===== config.mk =====
export PLATFORM = sky130hd
export DESIGN_NAME = ttp_top
export DESIGN_NICKNAME = d
export VERILOG_FILES = /design/src/verilog/ttp_pkg.sv /design/src/verilog/ttp_top.sv
export SDC_FILE = /design/constraint.sdc
export NUM_CORES = 1
export LEC_CHECK = 0
export BUFFER_PORTS_ARGS = -buffer_cell sky130_fd_sc_hd__clkbuf_2
export CAP_MARGIN = 5
export CORE_MARGIN = 5
export CORE_UTILIZATION = 25
export DETAILED_ROUTE_END_ITERATION = 8
export HOLD_SLACK_MARGIN = 0.12
export SLEW_MARGIN = 30
export SYNTH_ARGS = -nofsm -noshare
export SYNTH_HDL_FRONTEND = slang
export SYNTH_SLANG_ARGS = --single-unit

===== constraint.sdc =====
create_clock -name CLK_I -period 25.5 [get_ports CLK_I]
set_input_delay 5.1 -clock CLK_I [delete_from_list [all_inputs] [get_ports CLK_I]]
set_output_delay 5.1 -clock CLK_I [all_outputs]
set_load 0.005 [all_outputs]

===== src/verilog/ttp_pkg.sv =====
/*
 * Package of the front-panel test sequencer: register map, field layouts,
 * reset values, timing figures and the shared enum and struct types.
 * Assumes a 40 MHz system clock and a 32-bit APB register bus.
 */
package ttp_pkg;

    ////////////////////////////////////////////////////////////////////////
    // Clock and timing figures.
    localparam int CLK_PERIOD_NS = 25;
    localparam int TENTH_SEC_NS  = 100000000;
    localparam int TENTH_CYC     = TENTH_SEC_NS / CLK_PERIOD_NS;
    localparam logic [11:0] TIME_WRAP = 12'h3e7;   // 99.9 s in tenths.

    ////////////////////////////////////////////////////////////////////////
    // Register byte offsets.
    localparam logic [7:0] OFS_PICKUP   = 8'h00;
    localparam logic [7:0] OFS_DELAY_LS = 8'h04;
    localparam logic [7:0] OFS_DELAY_IG = 8'h08;
    localparam logic [7:0] OFS_PLUG     = 8'h0c;
    localparam logic [7:0] OFS_STATUS   = 8'h10;
    localparam logic [7:0] OFS_DISPLAY  = 8'h14;

    // Field positions inside the delay registers.
    localparam int DLY_LO_POS = 0;
    localparam int DLY_HI_POS = 16;

    // Reset values.
    localparam logic [31:0] RST_PICKUP = 32'h0a_64_28_0a;
    localparam logic [11:0] RST_DLY_LD = 12'h064;
    localparam logic [11:0] RST_DLY_SD = 12'h003;
    localparam logic [11:0] RST_DLY_IN = 12'h001;
    localparam logic [11:0] RST_DLY_GF = 12'h002;
    localparam logic [15:0] RST_PLUG   = 16'h0320;

    // Test multiples in tenths of plug rating, by selector position.
    localparam logic [7:0] MULT_X1  = 8'h0a;
    localparam logic [7:0] MULT_X2  = 8'h14;
    localparam logic [7:0] MULT_X3  = 8'h1e;
    localparam logic [7:0] MULT_X6  = 8'h3c;
    localparam logic [7:0] MULT_X8  = 8'h50;
    localparam logic [7:0] MULT_X10 = 8'h64;
    localparam logic [7:0] MULT_GND = 8'h0a;      // 1.0 per unit.

    // Selector positions.
    localparam logic [2:0] SEL_PH6T  = 3'h3;
    localparam logic [2:0] SEL_GND   = 3'h6;
    localparam logic [2:0] SEL_GNDT  = 3'h7;

    // Function bit indices and one-hot pointer patterns.
    localparam int FN_LD = 0;
    localparam int FN_SD = 1;
    localparam int FN_IN = 2;
    localparam int FN_GF = 3;
    localparam logic [3:0] PTR_PHASE_A = 4'h1;
    localparam logic [3:0] PTR_GROUND  = 4'h8;

    ////////////////////////////////////////////////////////////////////////
    // Shared types.
    typedef enum logic [2:0] {
        DISP_BLANK, DISP_TEST_MSG, DISP_TIME, DISP_TRIP_MSG, DISP_CURRENT
    } ttp_disp_e;

    typedef struct packed {
        logic [7:0] gf;
        logic [7:0] inst;
        logic [7:0] sd;
        logic [7:0] ld;
    } ttp_pickup_s;

endpackage : ttp_pkg


===== src/verilog/ttp_top.sv =====
/*
 * Front-panel self-test sequencer of a breaker trip unit, with APB access
 * to protection pickups, delays and plug rating, and readback of status.
 * Assumes panel inputs already debounced and synchronous to CLK_I, and a
 * protection core that raises PROT_TRIP_I on a real overload or fault.
 */
`timescale 1ns/10ps
`default_nettype none

module ttp_top
    import ttp_pkg::*;
#(
    parameter int TICK_CYC = TENTH_CYC
) (
    input  wire logic        CLK_I,         // System clock, 40 MHz.
    input  wire logic        SYS_RST_I,     // Asynchronous reset, high.
    input  wire logic        PSEL_I,        // APB select.
    input  wire logic        PENABLE_I,     // APB enable.
    input  wire logic        PWRITE_I,      // APB direction.
    input  wire logic [7:0]  PADDR_I,       // APB byte address.
    input  wire logic [31:0] PWDATA_I,      // APB write data.
    output logic      [31:0] PRDATA_O,      // APB read data.
    output logic             PREADY_O,      // APB ready.
    output logic             PSLVERR_O,     // APB error.
    input  wire logic [2:0]  SELECT_I,      // Test selector position.
    input  wire logic        TEST_PB_I,     // Test pushbutton, high pressed.
    input  wire logic        STEP_PB_I,     // Step pushbutton.
    input  wire logic        RESET_PB_I,    // Trip-reset pushbutton.
    input  wire logic        BATT_PB_I,     // Battery-check pushbutton.
    input  wire logic        BATT_GOOD_I,   // Battery above weak level.
    input  wire logic        CTRL_PWR_I,    // External control power on.
    input  wire logic        LOAD_HIGH_I,   // Load above 40 percent plug.
    input  wire logic        PROT_TRIP_I,   // Real protection trip demand.
    output logic             TRIP_O,        // Breaker trip actuator.
    output logic      [3:0]  FUNC_LED_O,    // LD, SD, INST, GF LEDs.
    output logic      [3:0]  POINTER_O,     // Pointer LEDs A, B, C, G.
    output logic      [2:0]  DISP_MODE_O,   // Display content kind.
    output logic      [19:0] DISP_VAL_O,    // Display numeric value.
    output logic             BATT_LED_O,    // Battery-check LED.
    output logic             TEST_BUSY_O,   // Panel test in progress.
    output logic             ABORT_O        // One-cycle test abort pulse.
);

    ////////////////////////////////////////////////////////////////////////
    // Types, registers and wires.
    typedef enum logic [2:0] {
        ST_IDLE, ST_HOLD, ST_RUN, ST_RES_NT, ST_RES_T
    } ttp_state_e;

    ttp_state_e  state_reg;
    ttp_pickup_s pickup_reg;
    logic [11:0] dly_reg [4];
    logic [15:0] plug_reg;
    logic [31:0] rdata_reg;
    logic        slverr_reg;
    logic [31:0] tick_cnt_reg;
    logic        tick;
    logic [11:0] time_reg;
    logic [15:0] raw_reg;
    logic [2:0]  sel_reg;
    logic [3:0]  led_reg;
    logic [3:0]  ptr_reg;
    logic [1:0]  step_left_reg;
    logic        trip_reg;
    logic        abort_reg;
    logic [19:0] cur_reg;
    logic        test_q, step_q, reset_q;
    logic        test_rel, step_press, reset_press, reset_rel;
    logic [3:0]  picked;
    logic [3:0]  resp;
    logic [11:0] resp_dly;
    logic        run_done;
    logic        trip_pos;
    logic        ground_pos;
    logic        abort_now;
    logic        apb_setup, apb_wr;

    ////////////////////////////////////////////////////////////////////////
    // Helper functions.

    // Test multiple for a selector position, tenths of plug rating.
    function automatic logic [7:0] sel_mult(input logic [2:0] sel);
        unique case (sel)
            3'h0:    sel_mult = MULT_X1;
            3'h1:    sel_mult = MULT_X2;
            3'h2:    sel_mult = MULT_X3;
            3'h3:    sel_mult = MULT_X6;
            3'h4:    sel_mult = MULT_X8;
            3'h5:    sel_mult = MULT_X10;
            default: sel_mult = MULT_GND;
        endcase
    endfunction : sel_mult

    // True for the positions that drive current into the ground element.
    function automatic logic is_ground(input logic [2:0] sel);
        is_ground = (sel == SEL_GND) || (sel == SEL_GNDT);
    endfunction : is_ground

    ////////////////////////////////////////////////////////////////////////
    // Pushbutton edge detection on synchronous inputs.
    always_ff @(posedge CLK_I or posedge SYS_RST_I) begin
        if (SYS_RST_I) begin
            test_q  <= 1'b0;
            step_q  <= 1'b0;
            reset_q <= 1'b0;
        end else begin
            test_q  <= TEST_PB_I;
            step_q  <= STEP_PB_I;
            reset_q <= RESET_PB_I;
        end
    end

    // Release and press strobes.
    assign test_rel    = test_q && !TEST_PB_I;
    assign step_press  = STEP_PB_I && !step_q;
    assign reset_press = RESET_PB_I && !reset_q;
    assign reset_rel   = reset_q && !RESET_PB_I;

    ////////////////////////////////////////////////////////////////////////
    // Test decoding: picked functions, responsible function and delay.
    assign ground_pos = is_ground(sel_reg);
    assign trip_pos   = (sel_reg == SEL_PH6T) || (sel_reg == SEL_GNDT);

    always_comb begin
        picked = 4'h0;
        if (ground_pos) begin
            picked[FN_GF] = pickup_reg.gf < sel_mult(sel_reg);
        end else begin
            picked[FN_LD] = pickup_reg.ld < sel_mult(sel_reg);
            picked[FN_SD] = pickup_reg.sd < sel_mult(sel_reg);
            picked[FN_IN] = pickup_reg.inst < sel_mult(sel_reg);
        end
    end

    // The picked function with the shortest delay is the one that acts.
    always_comb begin
        resp     = 4'h0;
        resp_dly = 12'hfff;
        for (int i = 0; i < 4; i++) begin
            if (picked[i] && (dly_reg[i] < resp_dly || resp == 4'h0)) begin
                resp     = 4'h0;
                resp[i]  = 1'b1;
                resp_dly = dly_reg[i];
            end
        end
    end

    assign run_done  = (resp == 4'h0) || (raw_reg >= {4'h0, resp_dly});
    // Real fault, heavy load or reset press ends any panel test.
    assign abort_now = (state_reg == ST_HOLD || state_reg == ST_RUN) &&
                       (reset_press || LOAD_HIGH_I || PROT_TRIP_I);

    ////////////////////////////////////////////////////////////////////////
    // Tenth-second tick divider, counting only while a test runs.
    always_ff @(posedge CLK_I or posedge SYS_RST_I) begin
        if (SYS_RST_I) begin
            tick_cnt_reg <= 32'h0;
        end else if (state_reg != ST_RUN) begin
            tick_cnt_reg <= 32'h0;
        end else if (tick) begin
            tick_cnt_reg <= 32'h0;
        end else begin
            tick_cnt_reg <= tick_cnt_reg + 32'h1;
        end
    end

    assign tick = (tick_cnt_reg == 32'(TICK_CYC - 1));

    // Displayed time wraps past 99.9 s; raw time drives the end decision.
    always_ff @(posedge CLK_I or posedge SYS_RST_I) begin
        if (SYS_RST_I) begin
            time_reg <= 12'h0;
            raw_reg  <= 16'h0;
        end else if (state_reg == ST_HOLD && test_rel) begin
            time_reg <= 12'h0;
            raw_reg  <= 16'h0;
        end else if (state_reg == ST_RUN && tick && !run_done) begin
            time_reg <= (time_reg == TIME_WRAP) ? 12'h0
                                                : time_reg + 12'h1;
            raw_reg  <= raw_reg + 16'h1;
        end
    end

    ////////////////////////////////////////////////////////////////////////
    // Test sequencer.
    always_ff @(posedge CLK_I or posedge SYS_RST_I) begin
        if (SYS_RST_I) begin
            state_reg <= ST_IDLE;
            sel_reg   <= 3'h0;
        end else if (abort_now) begin
            state_reg <= ST_IDLE;
        end else begin
            unique case (state_reg)
                ST_IDLE: begin
                    if (TEST_PB_I && !LOAD_HIGH_I && !PROT_TRIP_I) begin
                        state_reg <= ST_HOLD;
                        sel_reg   <= SELECT_I;
                    end
                end
                ST_HOLD: begin
                    if (test_rel) begin
                        state_reg <= ST_RUN;
                    end
                end
                ST_RUN: begin
                    if (run_done) begin
                        state_reg <= trip_pos ? ST_RES_T : ST_RES_NT;
                    end
                end
                ST_RES_NT, ST_RES_T: begin
                    if (reset_rel) begin
                        state_reg <= ST_IDLE;
                    end
                end
            endcase
        end
    end

    // Abort strobe for observers.
    always_ff @(posedge CLK_I or posedge SYS_RST_I) begin
        if (SYS_RST_I) begin
            abort_reg <= 1'b0;
        end else begin
            abort_reg <= abort_now;
        end
    end

    ////////////////////////////////////////////////////////////////////////
    // Function LEDs, test trip latch and captured current.
    always_ff @(posedge CLK_I or posedge SYS_RST_I) begin
        if (SYS_RST_I) begin
            led_reg  <= 4'h0;
            trip_reg <= 1'b0;
            cur_reg  <= 20'h0;
        end else if (reset_rel || abort_now) begin
            led_reg  <= 4'h0;
            trip_reg <= 1'b0;
            cur_reg  <= 20'h0;
        end else if (state_reg == ST_RUN && run_done) begin
            if (trip_pos) begin
                led_reg  <= resp;
                trip_reg <= (resp != 4'h0);
                cur_reg  <= 20'((24'(sel_mult(sel_reg)) * 24'(plug_reg))
                                / 24'd10);
            end else begin
                led_reg  <= picked;
            end
        end
    end

    ////////////////////////////////////////////////////////////////////////
    // Pointer LEDs and step counting for the trip message.
    always_ff @(posedge CLK_I or posedge SYS_RST_I) begin
        if (SYS_RST_I) begin
            ptr_reg       <= PTR_PHASE_A;
            step_left_reg <= 2'h0;
        end else if (reset_rel) begin
            ptr_reg       <= PTR_PHASE_A;
            step_left_reg <= 2'h0;
        end else if (state_reg == ST_RUN && run_done) begin
            step_left_reg <= (trip_pos && resp[FN_LD]) ? 2'h2 : 2'h1;
        end else if (step_press &&
                     (state_reg == ST_RES_NT || state_reg == ST_RES_T)) begin
            if (state_reg == ST_RES_T && step_left_reg != 2'h0) begin
                step_left_reg <= step_left_reg - 2'h1;
            end else begin
                ptr_reg <= {ptr_reg[2:0], ptr_reg[3]};
            end
        end
    end

    ////////////////////////////////////////////////////////////////////////
    // Display content, registered.
    always_ff @(posedge CLK_I or posedge SYS_RST_I) begin
        if (SYS_RST_I) begin
            DISP_MODE_O <= DISP_BLANK;
            DISP_VAL_O  <= 20'h0;
        end else begin
            unique case (state_reg)
                ST_IDLE: begin
                    DISP_MODE_O <= DISP_BLANK;
                    DISP_VAL_O  <= 20'h0;
                end
                ST_HOLD: begin
                    DISP_MODE_O <= DISP_TEST_MSG;
                    DISP_VAL_O  <= 20'h0;
                end
                ST_RUN, ST_RES_NT: begin
                    DISP_MODE_O <= DISP_TIME;
                    DISP_VAL_O  <= {8'h0, time_reg};
                end
                ST_RES_T: begin
                    if (step_left_reg != 2'h0) begin
                        DISP_MODE_O <= DISP_TRIP_MSG;
                        DISP_VAL_O  <= 20'h0;
                    end else if (ptr_reg == (ground_pos ? PTR_GROUND
                                                        : PTR_PHASE_A)) begin
                        DISP_MODE_O <= DISP_CURRENT;
                        DISP_VAL_O  <= cur_reg;
                    end else begin
                        DISP_MODE_O <= DISP_BLANK;
                        DISP_VAL_O  <= 20'h0;
                    end
                end
            endcase
        end
    end

    ////////////////////////////////////////////////////////////////////////
    // Panel outputs.
    assign TRIP_O      = PROT_TRIP_I || trip_reg;
    // LEDs remain lit from the backup battery without control power.
    assign FUNC_LED_O  = led_reg & {4{CTRL_PWR_I || BATT_GOOD_I}};
    assign POINTER_O   = ptr_reg;
    assign BATT_LED_O  = BATT_PB_I && BATT_GOOD_I;
    assign TEST_BUSY_O = (state_reg == ST_HOLD) || (state_reg == ST_RUN);
    assign ABORT_O     = abort_reg;

    ////////////////////////////////////////////////////////////////////////
    // APB slave: zero wait states, read data captured in the setup cycle.
    assign apb_setup = PSEL_I && !PENABLE_I;
    assign apb_wr    = PSEL_I && PENABLE_I && PWRITE_I;
    assign PREADY_O  = 1'b1;
    assign PRDATA_O  = rdata_reg;
    assign PSLVERR_O = slverr_reg && PSEL_I && PENABLE_I;

    // Writable setting registers.
    always_ff @(posedge CLK_I or posedge SYS_RST_I) begin
        if (SYS_RST_I) begin
            pickup_reg    <= RST_PICKUP;
            dly_reg[FN_LD] <= RST_DLY_LD;
            dly_reg[FN_SD] <= RST_DLY_SD;
            dly_reg[FN_IN] <= RST_DLY_IN;
            dly_reg[FN_GF] <= RST_DLY_GF;
            plug_reg      <= RST_PLUG;
        end else if (apb_wr) begin
            unique case (PADDR_I)
                OFS_PICKUP: pickup_reg <= PWDATA_I;
                OFS_DELAY_LS: begin
                    dly_reg[FN_LD] <= PWDATA_I[DLY_LO_POS +: 12];
                    dly_reg[FN_SD] <= PWDATA_I[DLY_HI_POS +: 12];
                end
                OFS_DELAY_IG: begin
                    dly_reg[FN_IN] <= PWDATA_I[DLY_LO_POS +: 12];
                    dly_reg[FN_GF] <= PWDATA_I[DLY_HI_POS +: 12];
                end
                OFS_PLUG: plug_reg <= PWDATA_I[15:0];
                default: ;
            endcase
        end
    end

    // Read mux and address check, sampled in the setup cycle.
    always_ff @(posedge CLK_I or posedge SYS_RST_I) begin
        if (SYS_RST_I) begin
            rdata_reg  <= 32'h0;
            slverr_reg <= 1'b0;
        end else if (apb_setup) begin
            slverr_reg <= 1'b0;
            unique case (PADDR_I)
                OFS_PICKUP:   rdata_reg <= pickup_reg;
                OFS_DELAY_LS: rdata_reg <= {4'h0, dly_reg[FN_SD],
                                            4'h0, dly_reg[FN_LD]};
                OFS_DELAY_IG: rdata_reg <= {4'h0, dly_reg[FN_GF],
                                            4'h0, dly_reg[FN_IN]};
                OFS_PLUG:     rdata_reg <= {16'h0, plug_reg};
                OFS_STATUS:   rdata_reg <= {2'h0, step_left_reg, sel_reg,
                                            state_reg, trip_reg, 1'b0,
                                            ptr_reg, led_reg, time_reg};
                OFS_DISPLAY:  rdata_reg <= {9'h0, DISP_MODE_O, DISP_VAL_O};
                default: begin
                    rdata_reg  <= 32'h0;
                    slverr_reg <= 1'b1;
                end
            endcase
        end
    end

endmodule : ttp_top

`default_nettype wire


### After elaboration in Yosys (flattened, before gate mapping)

Index checks and enable logic that the tools add are counted.

| operators by class | value |
|---|---|
| equality and inequality tests | 26 |
| mux-type cells | 57 |
| $mul | 1 |
| divide/modulo/power cells | 1 |
| add/subtract/negate cells | 4 |
| order comparisons | 8 |
| bitwise operators | 2 |
| reductions and logical operators | 71 |

Operators by type and width:

| operator | number |
|---|---|
| 32-bit case mux with 6 select lines | 1 |
| 20-bit two-way mux | 5 |
| 12-bit two-way mux | 7 |
| 32-bit two-way mux | 2 |
| 20-bit case mux with 3 select lines | 1 |
| 4-bit two-way mux | 11 |
| 8-bit two-way mux | 5 |
| 12-bit < comparator | 3 |
| 7-bit case mux with 5 select lines | 1 |
| 32-bit by 1-bit adder with 32-bit output (second input constant) | 1 |
| 32-bit by 22-bit equality test with 1-bit output (second input constant) | 1 |
| 8-bit < comparator | 4 |
| 16-bit two-way mux | 2 |
| 3-bit two-way mux | 9 |
| 24-bit by 4-bit divider with 24-bit output (second input constant) | 1 |
| 8-bit by 16-bit multiplier with 24-bit output | 1 |
| 3-bit case mux with 4 select lines | 2 |
| 1-bit logical AND | 23 |
| 16-bit by 1-bit adder with 16-bit output (second input constant) | 1 |
| 8-bit by 4-bit equality test with 1-bit output (second input constant) | 2 |
| 8-bit by 5-bit equality test with 1-bit output (second input constant) | 2 |
| 16-bit by 12-bit greater-or-equal comparator with 1-bit output | 1 |
| 4-bit zero test | 4 |
| 3-bit equality test (second input constant) | 5 |
| other kinds (26) | 75 |

| word-level totals | value |
|---|---|
| register bits after elaboration | 253 |
| word-level logic and storage cells | 197 |
| output and inout bits | 69 |
| input bits | 56 |

### Logic depth before layout (Yosys ltp)

| depth | value |
|---|---|
| word-level depth | 28 |
| gate-level depth with buffers | 65 |
| mapped depth without buffers | 57 |

### Worst setup path after synthesis

OpenSTA, ideal clock, no wires.

| path | value |
|---|---|
| kind | register to register |
| start | register sel_reg[1] |
| end | register cur_reg[0] |
| path buffers | 7 |
| data arrival time | 11881 ps |
| setup time | 141 ps |
| slack | 13478 ps |
| cell stages (with the launch flop) | 52 |
| data required time | 25359 ps |
| cell sequence | dfrtp_1 -> clkbuf_1 -> inv_1 -> ha_1 -> nor3_1 -> a21oi_1 -> nor2_1 -> a21oi_1 -> clkbuf_1 -> nor2b_1 -> fa_1 -> inv_1 -> fa_1 -> inv_1 -> fa_1 -> inv_1 -> fa_1 -> inv_1 -> [... 16 more ...] -> buf_4 -> or3_1 -> o211ai_1 -> nor3_1 -> o311a_1 -> a22o_1 -> buf_4 -> or4_1 -> o311a_2 -> a22o_1 -> buf_2 -> maj3_1 -> a21oi_2 -> xnor2_1 -> o21ai_1 -> a22o_1 -> a221oi_1 -> a211oi_1 |

| on the way | value |
|---|---|
| longest elaborated chain between the ends | 23 |
| elaborated cells on any way between the ends | 53 |
| those cells by class | mul (1); div (1); order compare (8); eq/ne (7); mux (19); reduce/logical (17) |

Ends and longest elaborated chain:

| item | RTL line | source |
|---|---|---|
| start: declaration | ttp_top.sv:60 | `logic [2:0] sel_reg;` |
| start signal: assignment | ttp_top.sv:189 | `sel_reg <= 3'h0;` |
| start signal: assignment | ttp_top.sv:197 | `sel_reg <= SELECT_I;` |
| parallel branches: the longest is 23 deep, another holds 8-bit by 16-bit multiplier with 24-bit output | n/a |  |
| end signal: assignment | ttp_top.sv:243 | `cur_reg <= 20'((24'(sel_mult(sel_reg)) * 24'(plug_reg))` |
| end: declaration | ttp_top.sv:66 | `logic [19:0] cur_reg;` |

Several ways; the timed one is not identified. The select of a mux whose other input is x is not followed.
A chain may end at the register's enable or synchronous reset.

### Final worst setup path

Same ends and word-level chain as after synthesis.

==> key figures <==
Clock tree
  • Post-CTS Hold Buffers: 0
  • CTS tree: built
  • Max Buffers Root-to-Sink: 3
  • CTS Buf Count: 29
  • Latest clock arrival within the worst-skew pair: 0.59 ns
  • Htree depth: 1
  • Root Driver: clkbuf_16
  • Clk pin slew, worst setup/hold paths: 0.06 ns
  • Post-CTS Setup Bufs: 0
  • Number of clock sinks: 253
  • Post-CTS sizing: 0

Drt
  • # DRC: 0
  • Final ANT Viol Nets: 0
  • DRT Pass-1 Iters: 6
  • Via count: 17760
  • DR iter-0 viols: 1724
  • Via density: 5.276
  • WL per Instance: 19.41 um
  • Final wirelength: 65.34 mm

Cells and area
  • Share of layout cells above drive strength 1: 0.1672
  • Number of flip-flops in the largest register: 48
  • Final Util: 0.2852
  • Final net count: 2519
  • Most frequent cells in the layout: dfrtp_1 (233), nor2_1 (172), nand2_1 (159)
  • Fill count: 8534
  • Leading cell type in the layout, fill and taps excluded: dfrtp_1
  • P&R area growth vs syn: 13.59%

Placement
  • Routability congestion estimate: 0.8825
  • Dpl hpwl: 49.01 mm
  • IO buf count: 123

Yosys
  • Syn Inst Count: 2220
  • Mapped Nets: 2459
  • Yosys cell types: 110
  • #FFs+latches synth: 253
  • Post-Syn Area: 0.02012 mm^2
  • Ys Warns: 0
  • Largest family of logic cells by synthesized area: compound AO/OA/AOI/OAI gates
  • Multiplexer area fraction after synthesis: 0.07150
  • Post-Synth Adder-Cell Area: 0.1362
  • Synth Area per Inst: 9.065 um^2
  • Synth Flop Type: dfrtp_1
  • Sequential share of the synthesized area: 0.3158
  • Synth Area in Compound Gates: 0.2061
  • Post-Synth XOR/XNOR Area: 0.03177
  • Post-Synth Simple-Gate Area: 0.1914
  • Async set-reset flop share out of synthesis: 1.000
  • Post-synth EDFFs: 0

Floorplan
  • Chip width: 293.7 um
  • Die H: 293.7 um
  • Core area: 0.08016 mm^2
  • Die Area: 0.08627 mm^2
  • I/O pins: 125
  • Initial Util: 0.2511
  • FP Rows: 104

Setup path
  • CP Class: register to register
  • Req. time, crit path: 26.00 ns
  • CP max FO: 20
  • Crit path largest cell delay: 0.73 ns
  • Worst Setup Start Kind: register
  • Most common cell on crit path: a21oi_1
  • WP data arrival: 14.61 ns
  • CP endpoint kind: register
  • Slowest cell on crit path: a222oi_1

STA
  • Achievable frequency: 70.87 MHz
  • Slew Viols, Final: 0
  • Fin. Hold Viols: 0
  • Worst Skew: 0.02301 ns
  • Slew @ Worst Pin: 0.9531 ns
  • TNS Setup: 0 ns
  • Max-slew headroom: 0.3600
  • RSZ-0062 raised after global routing: no
  • Final Cycle Share: 0.5533
  • Fin crit period: 14.11 ns
  • Number of setup violations in the final report: 0

Global routing
  • Antenna violations before repair: 3
  • Number of global-route vias before repair: 17070
  • Global Route Usage Sum: 0.1460
  • Largest net degree at the start of global routing: 137
  • First-pass GRT wire length: 102.1 mm
  • GR Overflow Total: 0

Power
  • Leakage power: 10.30 nW
  • PD cells: 88.24 mW/mm^2
  • Worst VDD drop: 0.00006968 V

Worst hold path
  • Tightest Hold Check Type: register to register

Status
  • Outcome: completed

Flow run
  • MaxCap Viol Count: 0
==> cells in the mapped netlist (all sizes together) (8+ instances only) <==
| cell | number | share of area |
|---|---|---|
| nand2 | 161 | 0.030 |
| a31oi | 10 | 0.0031 |
| mux2i | 29 | 0.014 |
| o22ai | 13 | 0.0047 |
| or3 | 18 | 0.0056 |
| nand4 | 25 | 0.0078 |
| a221oi | 16 | 0.0073 |
| o21a | 18 | 0.0067 |
| o211ai | 19 | 0.0085 |
| a211o | 8 | 0.0035 |
| ha | 127 | 0.079 |
| xor2 | 34 | 0.015 |
| nand3 | 66 | 0.017 |
| dfrtp | 233 | 0.29 |
| clkbuf | 82 | 0.015 |
| a21o | 23 | 0.0086 |
| o31ai | 18 | 0.0083 |
| a2111oi | 9 | 0.0055 |
| o21ai | 139 | 0.035 |
| buf | 40 | 0.011 |
| nor3 | 67 | 0.017 |
| or2 | 9 | 0.0028 |
| xnor2 | 39 | 0.017 |
| mux2 | 102 | 0.057 |
| a22o | 23 | 0.010 |
| nor2 | 176 | 0.033 |
| nand2b | 27 | 0.0084 |
| dfstp | 20 | 0.026 |
| a211oi | 34 | 0.014 |
| nor2b | 49 | 0.015 |
| a222oi | 20 | 0.0099 |
| a22oi | 18 | 0.0074 |
| nor4 | 18 | 0.0056 |
| o21bai | 14 | 0.0052 |
| and3 | 30 | 0.0093 |
| a21oi | 123 | 0.031 |
| and2 | 84 | 0.026 |
| fa | 56 | 0.056 |
| inv | 109 | 0.020 |
==> power breakdown <==
group / internal [W] / switching, W / total (W) / leakage [nW]
Combinational: 0.000424 / 0.000720 / 0.00114 / 6.43
Clock: 0.000251 / 0.000178 / 0.000429 / 0.486
Sequential: 0.000416 / 0.0000280 / 0.000444 / 3.38
Total: 0.00109 / 0.000926 / 0.00202 / 10.3
==> logic make-up (layout without fill, tap and decap cells) <==
group | count (synthesis) | after routing
buffers and inverters | 232 | 315
AND/OR/NAND/NOR | 758 | 758
flip-flops | 253 | 253
XOR/XNOR | 73 | 73
multiplexers | 131 | 131
other | 1 | 4
AO/OA/AOI/OAI | 586 | 586
adder cells (fa/ha/maj) | 186 | 186
==> metrics by stage <==
step                      setup slack, ns  hold slack (ns)  area [um^2]  cells  total power, W
after detailed placement            11.70           0.4684        21840   3309        0.001566
after floorplan                     13.48           0.4534        20120   2220        0.001313
final                               11.39           0.4745        22860   3366        0.002017
after CTS                           11.58           0.4829        22810   3363        0.002003
after global placement              11.56           0.4565        21790   3307        0.001556
after global routing                10.26           0.5055        22850   3363        0.002155
==> worst paths after layout <==
kind,start,endpoint,slack (ns),depth (start not counted)
worst min-delay path,PRDATA_O[30]$_DFFE_PP0P_,PRDATA_O[30]$_DFFE_PP0P_,0.47,2
max in group asynchronous,SYS_RST_I,DISP_VAL_O[15]$_DFF_PP0_,19.78,3
worst min register to register,PRDATA_O[30]$_DFFE_PP0P_,PRDATA_O[30]$_DFFE_PP0P_,0.47,2
worst max-delay path,sel_reg[1]$_DFFE_PP0P_,cur_reg[0]$_DFFE_PP0P_,11.39,43
worst max register to register,sel_reg[1]$_DFFE_PP0P_,cur_reg[0]$_DFFE_PP0P_,11.39,43
min in group asynchronous,SYS_RST_I,tick_cnt_reg[21]$_DFF_PP0_,4.55,2
==> critical path, delay by kind of cell (launching register included) <==
kind                     cells  cell delay (ns)
AO/OA/AOI/OAI               22             7.15
XOR/XNOR                     1             0.19
adder cells (fa/ha/maj)      6             2.86
buffers and inverters        5             0.86
AND/OR/NAND/NOR              8             1.68
multiplexers                 1             0.72
flip-flops                   1             0.55
==> metal layers <==
metal,share of wire,GRT usage
met1,0.44,0.2020
met2,0.47,0.2437
met3,0.070,0.02294
met4,0.019,0.02884
met5,0.00051,0
==> layout make-up <==
type / count / area, um^2 / share of cell area
clock inverters: 11 / 127.6 / 0.005583
clock buffers: 43 / 848.3 / 0.03711
diodes: 3 / 7.507 / 0.0003284
well taps: 1060 / 1326 / 0.05802
flip-flops and latches: 253 / 6356 / 0.2781
repair buffers: 151 / 853.3 / 0.03733
inverters: 110 / 425.4 / 0.01861
multi-input cells: 1735 / 12910 / 0.5649
Note: power is estimated with default switching activity, not from simulation.
